### src/core/ucg_pkg.sv
// constants, register map and rule summary for the unit clock gating bank
// Summary of operation
// RULE1 - rate field code 1 gives 250K samples/s, code 0 gives 125K samples/s
// RULE2 - a rate above the part maximum is never configured; it is clamped
// RULE3 - watchdog gate bit 3 set clocks the watchdog; clear stops and disables it
// RULE4 - every gate bit is the clock enable of one unit; clear saves power
// RULE5 - any access to an unclocked unit ends with a bus fault
// RULE6 - gate bits reset to zero so every unit starts unclocked
// RULE7 - run, sleep and deep-sleep copies apply in their own power state
// RULE8 - sleep and deep-sleep copies apply only when auto gating select is set
// RULE9 - deep-sleep register at 0x120: pwm bit 20, converter bit 16, watchdog bit 3
// RULE10 - software keeps reserved bits unchanged in read-modify-write
// RULE11 - with auto gating select clear the run copy also governs sleep states
package ucg_pkg;
   localparam logic [11:0] UCG_RUN_OFS    = 12'h100;
   localparam logic [11:0] UCG_SLEEP_OFS  = 12'h110;
   localparam logic [11:0] UCG_DEEP_OFS   = 12'h120;
   localparam logic [11:0] UCG_CFG_OFS    = 12'h060;
   localparam logic [11:0] UCG_STAT_OFS   = 12'h050;
   localparam logic [11:0] UCG_MASK_OFS   = 12'h054;
   localparam logic [11:0] UCG_STATE_OFS  = 12'h058;
   localparam int          UCG_BIT_WDT    = 3;
   localparam int          UCG_BIT_ADC    = 16;
   localparam int          UCG_BIT_PWM    = 20;
   localparam int          UCG_RATE_LO    = 8;
   localparam int          UCG_BIT_ACG    = 0;
   localparam logic [31:0] UCG_GATE_WMASK = 32'h0011_0308;
   localparam logic [31:0] UCG_DEEP_WMASK = 32'h0011_0008;
   localparam logic [31:0] UCG_RUN_RST    = 32'h0000_0000;
   localparam logic [31:0] UCG_DEEP_RST   = 32'h0000_0040;
   localparam logic [1:0]  UCG_RATE_125K  = 2'h0;
   localparam logic [1:0]  UCG_RATE_250K  = 2'h1;
   localparam logic [1:0]  UCG_RATE_MAX   = 2'h1;
   localparam int          UCG_NUNIT      = 3;
   localparam int          UCG_NEV        = 2;
   typedef enum logic [1:0] {UCG_PS_RUN, UCG_PS_SLEEP, UCG_PS_DEEP} ucg_pstate_t;
endpackage

### src/core/ucg_gate_if.sv
// gated unit enables and converter rate between top and selector
`timescale 1ns/10ps
interface ucg_gate_if;
   import ucg_pkg::*;
   logic [UCG_NUNIT-1:0] en;
   logic [1:0]           rate;
   modport src (output en, output rate);
   modport dst (input en, input rate);
endinterface

### src/core/ucg_sel.sv
// power state selection of the active gating copy
`timescale 1ns/10ps
module ucg_sel
   import ucg_pkg::*;
(
   input  wire logic        i_clk,
   input  wire logic        i_rst,
   input  wire logic [31:0] i_run,
   input  wire logic [31:0] i_sleep,
   input  wire logic [31:0] i_deep,
   input  wire logic        i_acg,
   input  wire ucg_pstate_t i_ps,
   ucg_gate_if.src          gate
);
   logic [31:0] act;

   always_comb begin
      act = i_run;
      if (i_acg) begin // RULE8
         case (i_ps)
            UCG_PS_SLEEP: act = i_sleep; // RULE7
            UCG_PS_DEEP:  act = i_deep;  // RULE7
            default:      act = i_run;   // RULE7
         endcase
      end
   end

   always_ff @(posedge i_clk) begin
      if (i_rst) begin
         gate.en   <= '0; // RULE6
         gate.rate <= UCG_RATE_125K;
      end else begin
         gate.en   <= {act[UCG_BIT_PWM], act[UCG_BIT_ADC], act[UCG_BIT_WDT]}; // RULE4
         gate.rate <= act[UCG_RATE_LO+:2]; // RULE1
      end
   end
endmodule

### src/core/ucg_top.sv
// unit clock gating bank: registers, power state, gated unit enables, fault
`timescale 1ns/10ps
module ucg_top
   import ucg_pkg::*;
(
   input  wire logic        i_clk,
   input  wire logic        i_rst,
   input  wire logic [11:0] i_addr,
   input  wire logic [31:0] i_wdata,
   input  wire logic        i_wr,
   input  wire logic        i_rd,
   output logic [31:0]      o_rdata,
   input  wire logic        i_sleep_req,
   input  wire logic        i_deep_req,
   input  wire logic [2:0]  i_unit_acc,
   output logic             o_wdt_clk_en,
   output logic             o_adc_clk_en,
   output logic             o_pwm_clk_en,
   output logic [1:0]       o_adc_rate,
   output logic             o_bus_fault,
   output logic             o_irq
);
   logic [31:0]          run_unit_gate_reg0;
   logic [31:0]          sleep_unit_gate_reg0;
   logic [31:0]          deep_sleep_unit_gate_reg0;
   logic                 auto_gating_select;
   logic [UCG_NEV-1:0]   irq_stat;
   logic [UCG_NEV-1:0]   irq_mask;
   logic [UCG_NEV-1:0]   ev;
   logic [2:0]           acc_s1;
   logic [2:0]           acc_s2;
   logic                 slp_s1;
   logic                 slp_s2;
   logic                 dsl_s1;
   logic                 dsl_s2;
   logic                 rate_clamped;
   ucg_pstate_t          pstate;
   ucg_pstate_t          next_pstate;
   ucg_gate_if           gate ();

   function automatic logic [31:0] gate_wr(input logic [31:0] d, input logic [31:0] m);
      logic [31:0] r;
      r = d & m;
      if (d[UCG_RATE_LO+:2] > UCG_RATE_MAX) begin
         r[UCG_RATE_LO+:2] = UCG_RATE_MAX; // RULE2
      end
      return r;
   endfunction

   function automatic logic hit(input logic [11:0] a, input logic [11:0] o);
      return a == o;
   endfunction

   // pins from the power controller and unit decoders are asynchronous
   always_ff @(posedge i_clk) begin
      if (i_rst) begin
         acc_s1 <= '0;
         acc_s2 <= '0;
         slp_s1 <= 1'b0;
         slp_s2 <= 1'b0;
         dsl_s1 <= 1'b0;
         dsl_s2 <= 1'b0;
      end else begin
         acc_s1 <= i_unit_acc;
         acc_s2 <= acc_s1;
         slp_s1 <= i_sleep_req;
         slp_s2 <= slp_s1;
         dsl_s1 <= i_deep_req;
         dsl_s2 <= dsl_s1;
      end
   end

   always_comb begin
      if (dsl_s2) begin
         next_pstate = UCG_PS_DEEP;
      end else if (slp_s2) begin
         next_pstate = UCG_PS_SLEEP;
      end else begin
         next_pstate = UCG_PS_RUN;
      end
   end

   always_ff @(posedge i_clk) begin
      if (i_rst) begin
         pstate <= UCG_PS_RUN;
      end else begin
         pstate <= next_pstate;
      end
   end

   // gating copies; writes never store reserved bits, but the deep-sleep copy resets with bit 6 set
   always_ff @(posedge i_clk) begin
      if (i_rst) begin
         run_unit_gate_reg0        <= UCG_RUN_RST; // RULE6
         sleep_unit_gate_reg0      <= UCG_RUN_RST; // RULE6
         deep_sleep_unit_gate_reg0 <= UCG_DEEP_RST;
         auto_gating_select        <= 1'b0;
      end else if (i_wr) begin
         if (hit(i_addr, UCG_RUN_OFS)) begin
            run_unit_gate_reg0 <= gate_wr(i_wdata, UCG_GATE_WMASK);
         end
         if (hit(i_addr, UCG_SLEEP_OFS)) begin
            sleep_unit_gate_reg0 <= gate_wr(i_wdata, UCG_GATE_WMASK);
         end
         if (hit(i_addr, UCG_DEEP_OFS)) begin
            deep_sleep_unit_gate_reg0 <= i_wdata & UCG_DEEP_WMASK; // RULE9
         end
         if (hit(i_addr, UCG_CFG_OFS)) begin
            auto_gating_select <= i_wdata[UCG_BIT_ACG];
         end
      end
   end

   ucg_sel u_sel (
      .i_clk   (i_clk),
      .i_rst   (i_rst),
      .i_run   (run_unit_gate_reg0),
      .i_sleep (sleep_unit_gate_reg0),
      .i_deep  (deep_sleep_unit_gate_reg0),
      .i_acg   (auto_gating_select),
      .i_ps    (pstate),
      .gate    (gate.src)
   );

   assign o_wdt_clk_en = gate.en[0]; // RULE3
   assign o_adc_clk_en = gate.en[1]; // RULE4
   assign o_pwm_clk_en = gate.en[2]; // RULE4
   assign o_adc_rate   = gate.rate;  // RULE1

   // fault on access to any unit whose clock is off
   always_ff @(posedge i_clk) begin
      if (i_rst) begin
         o_bus_fault <= 1'b0;
      end else begin
         o_bus_fault <= |(acc_s2 & ~gate.en); // RULE5
      end
   end

   // events: bus fault, and a clamped rate write
   assign rate_clamped = i_wr && (hit(i_addr, UCG_RUN_OFS) || hit(i_addr, UCG_SLEEP_OFS))
                         && (i_wdata[UCG_RATE_LO+:2] > UCG_RATE_MAX);
   assign ev = {rate_clamped, o_bus_fault};

   always_ff @(posedge i_clk) begin
      if (i_rst) begin
         irq_stat <= '0;
         irq_mask <= '0;
      end else begin
         if (i_wr && hit(i_addr, UCG_MASK_OFS)) begin
            irq_mask <= i_wdata[UCG_NEV-1:0];
         end
         // set wins over a write-one clear in the same cycle
         if (i_wr && hit(i_addr, UCG_STAT_OFS)) begin
            irq_stat <= (irq_stat & ~i_wdata[UCG_NEV-1:0]) | ev;
         end else begin
            irq_stat <= irq_stat | ev;
         end
      end
   end

   assign o_irq = |(irq_stat & irq_mask);

   always_ff @(posedge i_clk) begin
      if (i_rst) begin
         o_rdata <= '0;
      end else if (i_rd) begin
         case (i_addr)
            UCG_RUN_OFS:   o_rdata <= run_unit_gate_reg0;
            UCG_SLEEP_OFS: o_rdata <= sleep_unit_gate_reg0;
            UCG_DEEP_OFS:  o_rdata <= deep_sleep_unit_gate_reg0;
            UCG_CFG_OFS:   o_rdata <= {31'h0000_0000, auto_gating_select};
            UCG_STAT_OFS:  o_rdata <= {30'h0000_0000, irq_stat};
            UCG_MASK_OFS:  o_rdata <= {30'h0000_0000, irq_mask};
            UCG_STATE_OFS: o_rdata <= {27'h000_0000, gate.en, pstate};
            default:       o_rdata <= '0;
         endcase
      end else begin
         o_rdata <= '0;
      end
   end
endmodule

### config.mk
export PLATFORM = sky130hd
export DESIGN_NAME = ucg_top
export DESIGN_NICKNAME = d
export VERILOG_FILES = /design/src/core/ucg_pkg.sv /design/src/core/ucg_gate_if.sv /design/src/core/ucg_sel.sv /design/src/core/ucg_top.sv
export SDC_FILE = /design/constraint.sdc
export NUM_CORES = 1
export LEC_CHECK = 0
export BUFFER_PORTS_ARGS = -buffer_cell sky130_fd_sc_hd__clkbuf_2
export CORE_MARGIN = 8
export CORE_UTILIZATION = 47
export CTS_CLUSTER_DIAMETER = 40
export DETAILED_ROUTE_END_ITERATION = 12
export PLACE_DENSITY = 0.81
export REMOVE_ABC_BUFFERS = 1
export SKIP_CTS_REPAIR_TIMING = 1
export SYNTH_ARGS = -nofsm -noshare
export SYNTH_HDL_FRONTEND = slang
export SYNTH_SLANG_ARGS = --single-unit
### constraint.sdc
create_clock -name i_clk -period 2.5 [get_ports i_clk]
set_clock_uncertainty 0.1 [all_clocks]
set_input_delay 0.5 -clock i_clk [delete_from_list [all_inputs] [get_ports i_clk]]
set_output_delay 0.5 -clock i_clk [all_outputs]
set_load 0.1 [all_outputs]
=== After elaboration in Yosys (flattened, before gate mapping) ===
Index checks and enable logic that the tools add are counted.

* Bits in writable memories: 0
* Memories: 0
* Register bits: 69
* Word-level logic and storage cells: 56
* Memory bits (read-only): 0
* Bits of input ports: 53
* Latch bits: 0
* Output and inout bits: 39

* Reductions and logical operators: 13
* $lt $le $gt $ge: 1
* Divide/modulo/power cells: 0
* Bitwise operators: 8
* Equality and inequality tests: 9
* Add/sub/neg operators: 0
* Shift operators: 0
* Multipliers: 0
* Muxes and demuxes: 7

{| class="wikitable"
|+ Operators with widths
! cell !! count
|-
| $pmux W21 S7 || 1
|-
| $eq A12 B7 Y1 const B || 4
|-
| $pmux W21 S2 || 1
|-
| $eq A12 B9 Y1 const B || 3
|-
| $mux W21 || 1
|-
| $reduce_and A2 Y1 || 4
|-
| $mux W2 || 3
|-
| $reduce_or A2 Y1 || 3
|-
| $and A2 B2 Y2 || 2
|-
| $logic_and A1 B1 Y1 || 4
|-
| $or A2 B2 Y2 || 2
|-
| $and A3 B3 Y3 || 1
|-
| $not A3 Y3 || 1
|-
| $reduce_or A3 Y1 || 1
|-
| $eq A2 B1 Y1 const B || 1
|-
| $eq A2 B2 Y1 const B || 1
|-
| $gt A2 B1 Y1 const B || 1
|-
| $not A2 Y2 || 1
|-
| $logic_or A1 B1 Y1 || 1
|-
| $mux W1 || 1
|-
| $not A1 Y1 || 1
|}

=== Logic depth before layout (Yosys ltp) ===
* Word-level depth: 6
* Gate-level depth with buffers: 6
* Gate-level depth less buffers: 5

=== Modules after synthesis ===
A second synthesis with hierarchy kept.

* Cell total of the unflattened synthesis: 231
* Area, all modules: 2204.6 um^2

{| class="wikitable"
|+ By module, submodules not included
! module !! sequential area each (um^2) !! times used !! cells an instance !! area an instance (um^2)
|-
| ucg_top || 840.8 || 1 || 205 || 1960.6
|-
| ucg_sel || 100.1 || 1 || 26 || 244.0
|}

=== Worst setup path after synthesis ===
OpenSTA, ideal clock, no wires.

* Path kind: input to register
* From: input i_addr[3]
* To: register sleep_unit_gate_reg0[9]
* Stages: 6
* Path slack: 0.286 ns
* Required time: 2.284 ns
* Path buffers: 3
* Arrival: 1.998 ns
* Cells stage by stage: buf_6 > or4_4 > buf_6 > or4_4 > buf_6 > and3b_1

* Word-level cells in the longest chain between the ends: 2

{| class="wikitable"
|+ RTL lines
! item !! RTL line !! text
|-
| start, declared || ucg_top.sv:8 || <nowiki>input wire logic [11:0] i_addr,</nowiki>
|-
| $eq A12 B9 Y1 || ucg_top.sv:51 || <nowiki>return a == o;</nowiki>
|-
| $reduce_and A2 Y1 (no line) || - ||
|-
| end signal, assigned || ucg_top.sv:103 || <nowiki>sleep_unit_gate_reg0 <= gate_wr(i_wdata, UCG_GATE_WMASK);</nowiki>
|-
| end, declared || ucg_top.sv:24 || <nowiki>logic [31:0] sleep_unit_gate_reg0;</nowiki>
|}

Every way passes these cells.
A chain may end at the register's enable or synchronous reset.

=== Worst setup path after layout ===
* From: input i_addr[2]
* To: register sleep_unit_gate_reg0[9]

The elaborated chain is that of the path after synthesis.

==> summary.md <==
| Metric | Value |
|---|---|
| Asr flop ratio synth | `0%` |
| Pin count of the biggest net entering global routing | `45` |
| RePlAce Congestion | `0.856` |
| CP startpoint kind | `input port` |
| Worst Hold End | `acc_s1[0]` |
| Ys Warns | `0` |
| Fmax | `0.519 GHz` |
| Final setup viols | `0` |
| Total CTS buffers | `5` |
| Initial antenna violation count | `0` |
| Skew-Pair Late Insertion Delay | `0.30 ns` |
| Global-route wire length before repair | `7760 um` |
| CTS tree | `built` |
| Synth-to-Final Area Change | `14.7%` |
| DRT iter0 DRCs | `156` |
| Worst Hold Depth | `2` |
| Placement Rows | `24` |
| Wire length per cell | `14.5 um` |
| Most frequent cell after synthesis | `dfxtp_1` |
| Antenna viol nets, final | `0` |
| Die X | `83.4 um` |
| Worst hold slack | `0.300 ns` |
| Total wire length | `4600 um` |
| Drt drc | `0` |
| CP Max Fanout | `8` |
| Final hold violation count | `0` |
| R2r setup slk | `0.96 ns` |
| CORE AREA | `4350 um^2` |
| Top FF cell, synth | `dfxtp_1` |
| Status | `finished clean` |
| HPWL after DPL | `3460 um` |
| Most frequent cells after synthesis | `dfxtp_1 (47), buf_4 (22), nand2b_1 (22)` |
| Cell Pwr Density | `640 nW/um^2` |
| Dpl cell area | `2330 um^2` |
| CTS H-tree lvls | `2` |
| Vias in the first global route | `1603` |
| Worst Setup End Kind | `flop` |
| Clock Tree Buf Depth | `2` |
| Post-synth EDFFs | `0` |
| Final min period | `1.93 ns` |
| Final instance area | `2450 um^2` |
| Final Util | `56.2%` |
| Synth area leaders | `dfxtp_1 (44%), mux2i_1 (9.8%), buf_4 (7.7%), nand2b_1 (6.4%), nor2b_1 (4.7%)` |
| Gr usage total | `13.3%` |
| Hold Startpoint | `i_unit_acc[0]` |
| Sequential element share of the synthesized area | `44.1%` |
| Overflow after GRT | `0` |
| VDD IR-drop max | `0.278 mV` |
| Rel. slew slack | `62.0%` |
| Fill cells | `404` |
| CP Class | `input port to flop` |
| Slew @ Worst Pin | `0.565 ns` |
| Slew Viols, Final | `0` |
| Drt via density | `5.17` |
| Cell family with most CP delay | `simple AND/OR/NAND/NOR gates` |
| Clk sink count | `47` |
| Setup TNS | `0 ns` |
| Pleak | `1.06 nW` |
| Syn Inst Count | `216` |
| DIE AREA | `6950 um^2` |
| Max cap viols | `0` |
| Initial Utilization | `49.0%` |
| Crit path cell chain | `clkbuf_2, or4_4, or4_4, and3b_1` |
| Top-area cell type share of the netlist area | `44.1%` |
| RSZ-0062 raised after global routing | `no` |
| # diodes | `0` |
| Total Power | `1.57 mW` |
| I/O Pins | `92` |
| Clock slew at reported path FFs | `0.09 ns` |
| Worst reg2reg startpoint | `pstate[0]` |
| Yosys cell types | `40` |
| Worst path bufs/invs | `1` |
| Synthesized area per cell | `9.88 um^2` |
| CTS Root Buffer Type | `clkbuf_8` |
| Most frequent CP cell | `or4_4` |
| R2R depth | `5` |
| Crit path DAT | `2.03 ns` |
| # port buffers | `44` |
| Critical Path Max Stage Delay | `0.59 ns` |
| Pre-antenna DRT Iters | `4` |
| Terminus of the critical flop-to-flop path | `u_sel.gate.en[2]` |
| Final net count | `319` |
| Slowest-stage cell, CP | `or4_4` |
| Vias | `1638` |
| Share of cells above drive strength 1 | `23.4%` |
| Fin crit share | `77.0%` |
| Post-Syn Area | `2130 um^2` |
| FF+latch count, synth | `47` |
| Data required, critical path | `2.60 ns` |
| Die Y | `83.4 um` |
| Largest area contributor in the netlist | `dfxtp_1` |
| Path category of the worst min-delay check | `input port to flop` |
power breakdown:
part / leakage, nW / switching, mW / internal (mW)
registers: 0.381 / 0.00427 / 0.758
logic: 0.624 / 0.199 / 0.0461
clock network: 0.0548 / 0.258 / 0.301
metal layers:
layer  GRT usage [%]  wire (um)
met1            16.2       2010
met2            20.5       2170
met3            5.47        358
met4            4.63         52
met5               0          0
kinds of logic after synthesis:
family / count (synthesis) / share of synthesized area (%)
and+or+nand+nor: 89 / 26.3
AOI/OAI and AO/OA: 18 / 6.80
adders and majority gates: 2 / 1.17
DFF: 47 / 44.1
other: 1 / 0.176
muxes: 21 / 9.85
buffers and inverters: 38 / 11.7
flip-flops by register name (all words and copies together) (netlist names):
name                       count
run_unit_gate_reg0             5
sleep_unit_gate_reg0           5
o_bus_fault                    1
slp_s2                         1
irq_mask                       2
o_rdata                       10
dsl_s2                         1
auto_gating_select             1
irq_stat                       2
dsl_s1                         1
u_sel.gate.en                  3
acc_s2                         3
pstate                         2
deep_sleep_unit_gate_reg0      4
slp_s1                         1
acc_s1                         3
u_sel.gate.rate                2
stage by stage:
stage,setup slack [ns],instances
after global routing,0.492,317
after floorplan,0.335,205
final,0.574,317
after global placement,0.285,309
after detailed placement,0.280,309
after CTS,0.595,317
layout by cell type, fill, tap and decap left out, drive strengths merged, types with 2 or more instances in the layout:
master and n:
nor4 8, dfxtp 47, inv 7, nand4 3
nand3b 3, ha 2, conb 22, and2 2
a2bb2oi 3, nand2 4, nand2b 22, mux2i 21
a21oi 3, clkbuf 49, or4 4, a311oi 2
nor2 8, and3b 3, nor2b 16, nand3 3
nor3b 2, buf 8, a221oi 3, nor3 5
area by class of cell:
type | instances | area (um^2) | area share [%]
multi-input cells | 152 | 1020 | 41.8
flip-flops and latches | 47 | 941 | 38.4
repair buffers | 52 | 280 | 11.5
clock buffers | 5 | 68.8 | 2.81
well taps | 52 | 65.1 | 2.66
clock inverters | 3 | 46.3 | 1.89
inverters | 6 | 22.5 | 0.920
worst max path at each step:
stage	depth (start not counted)	end	startpoint	slack, ns
finish	4	sleep_unit_gate_reg0[9]	i_addr[2]	0.57
global route	5	o_rdata[3]	i_addr[7]	0.49
CTS	4	sleep_unit_gate_reg0[9]	i_addr[7]	0.60
detailed placement	4	sleep_unit_gate_reg0[9]	i_addr[7]	0.28
global placement	4	sleep_unit_gate_reg0[9]	i_addr[7]	0.28
floorplan	3	sleep_unit_gate_reg0[9]	i_addr[7]	0.34
(Power assumes the default switching activity.)
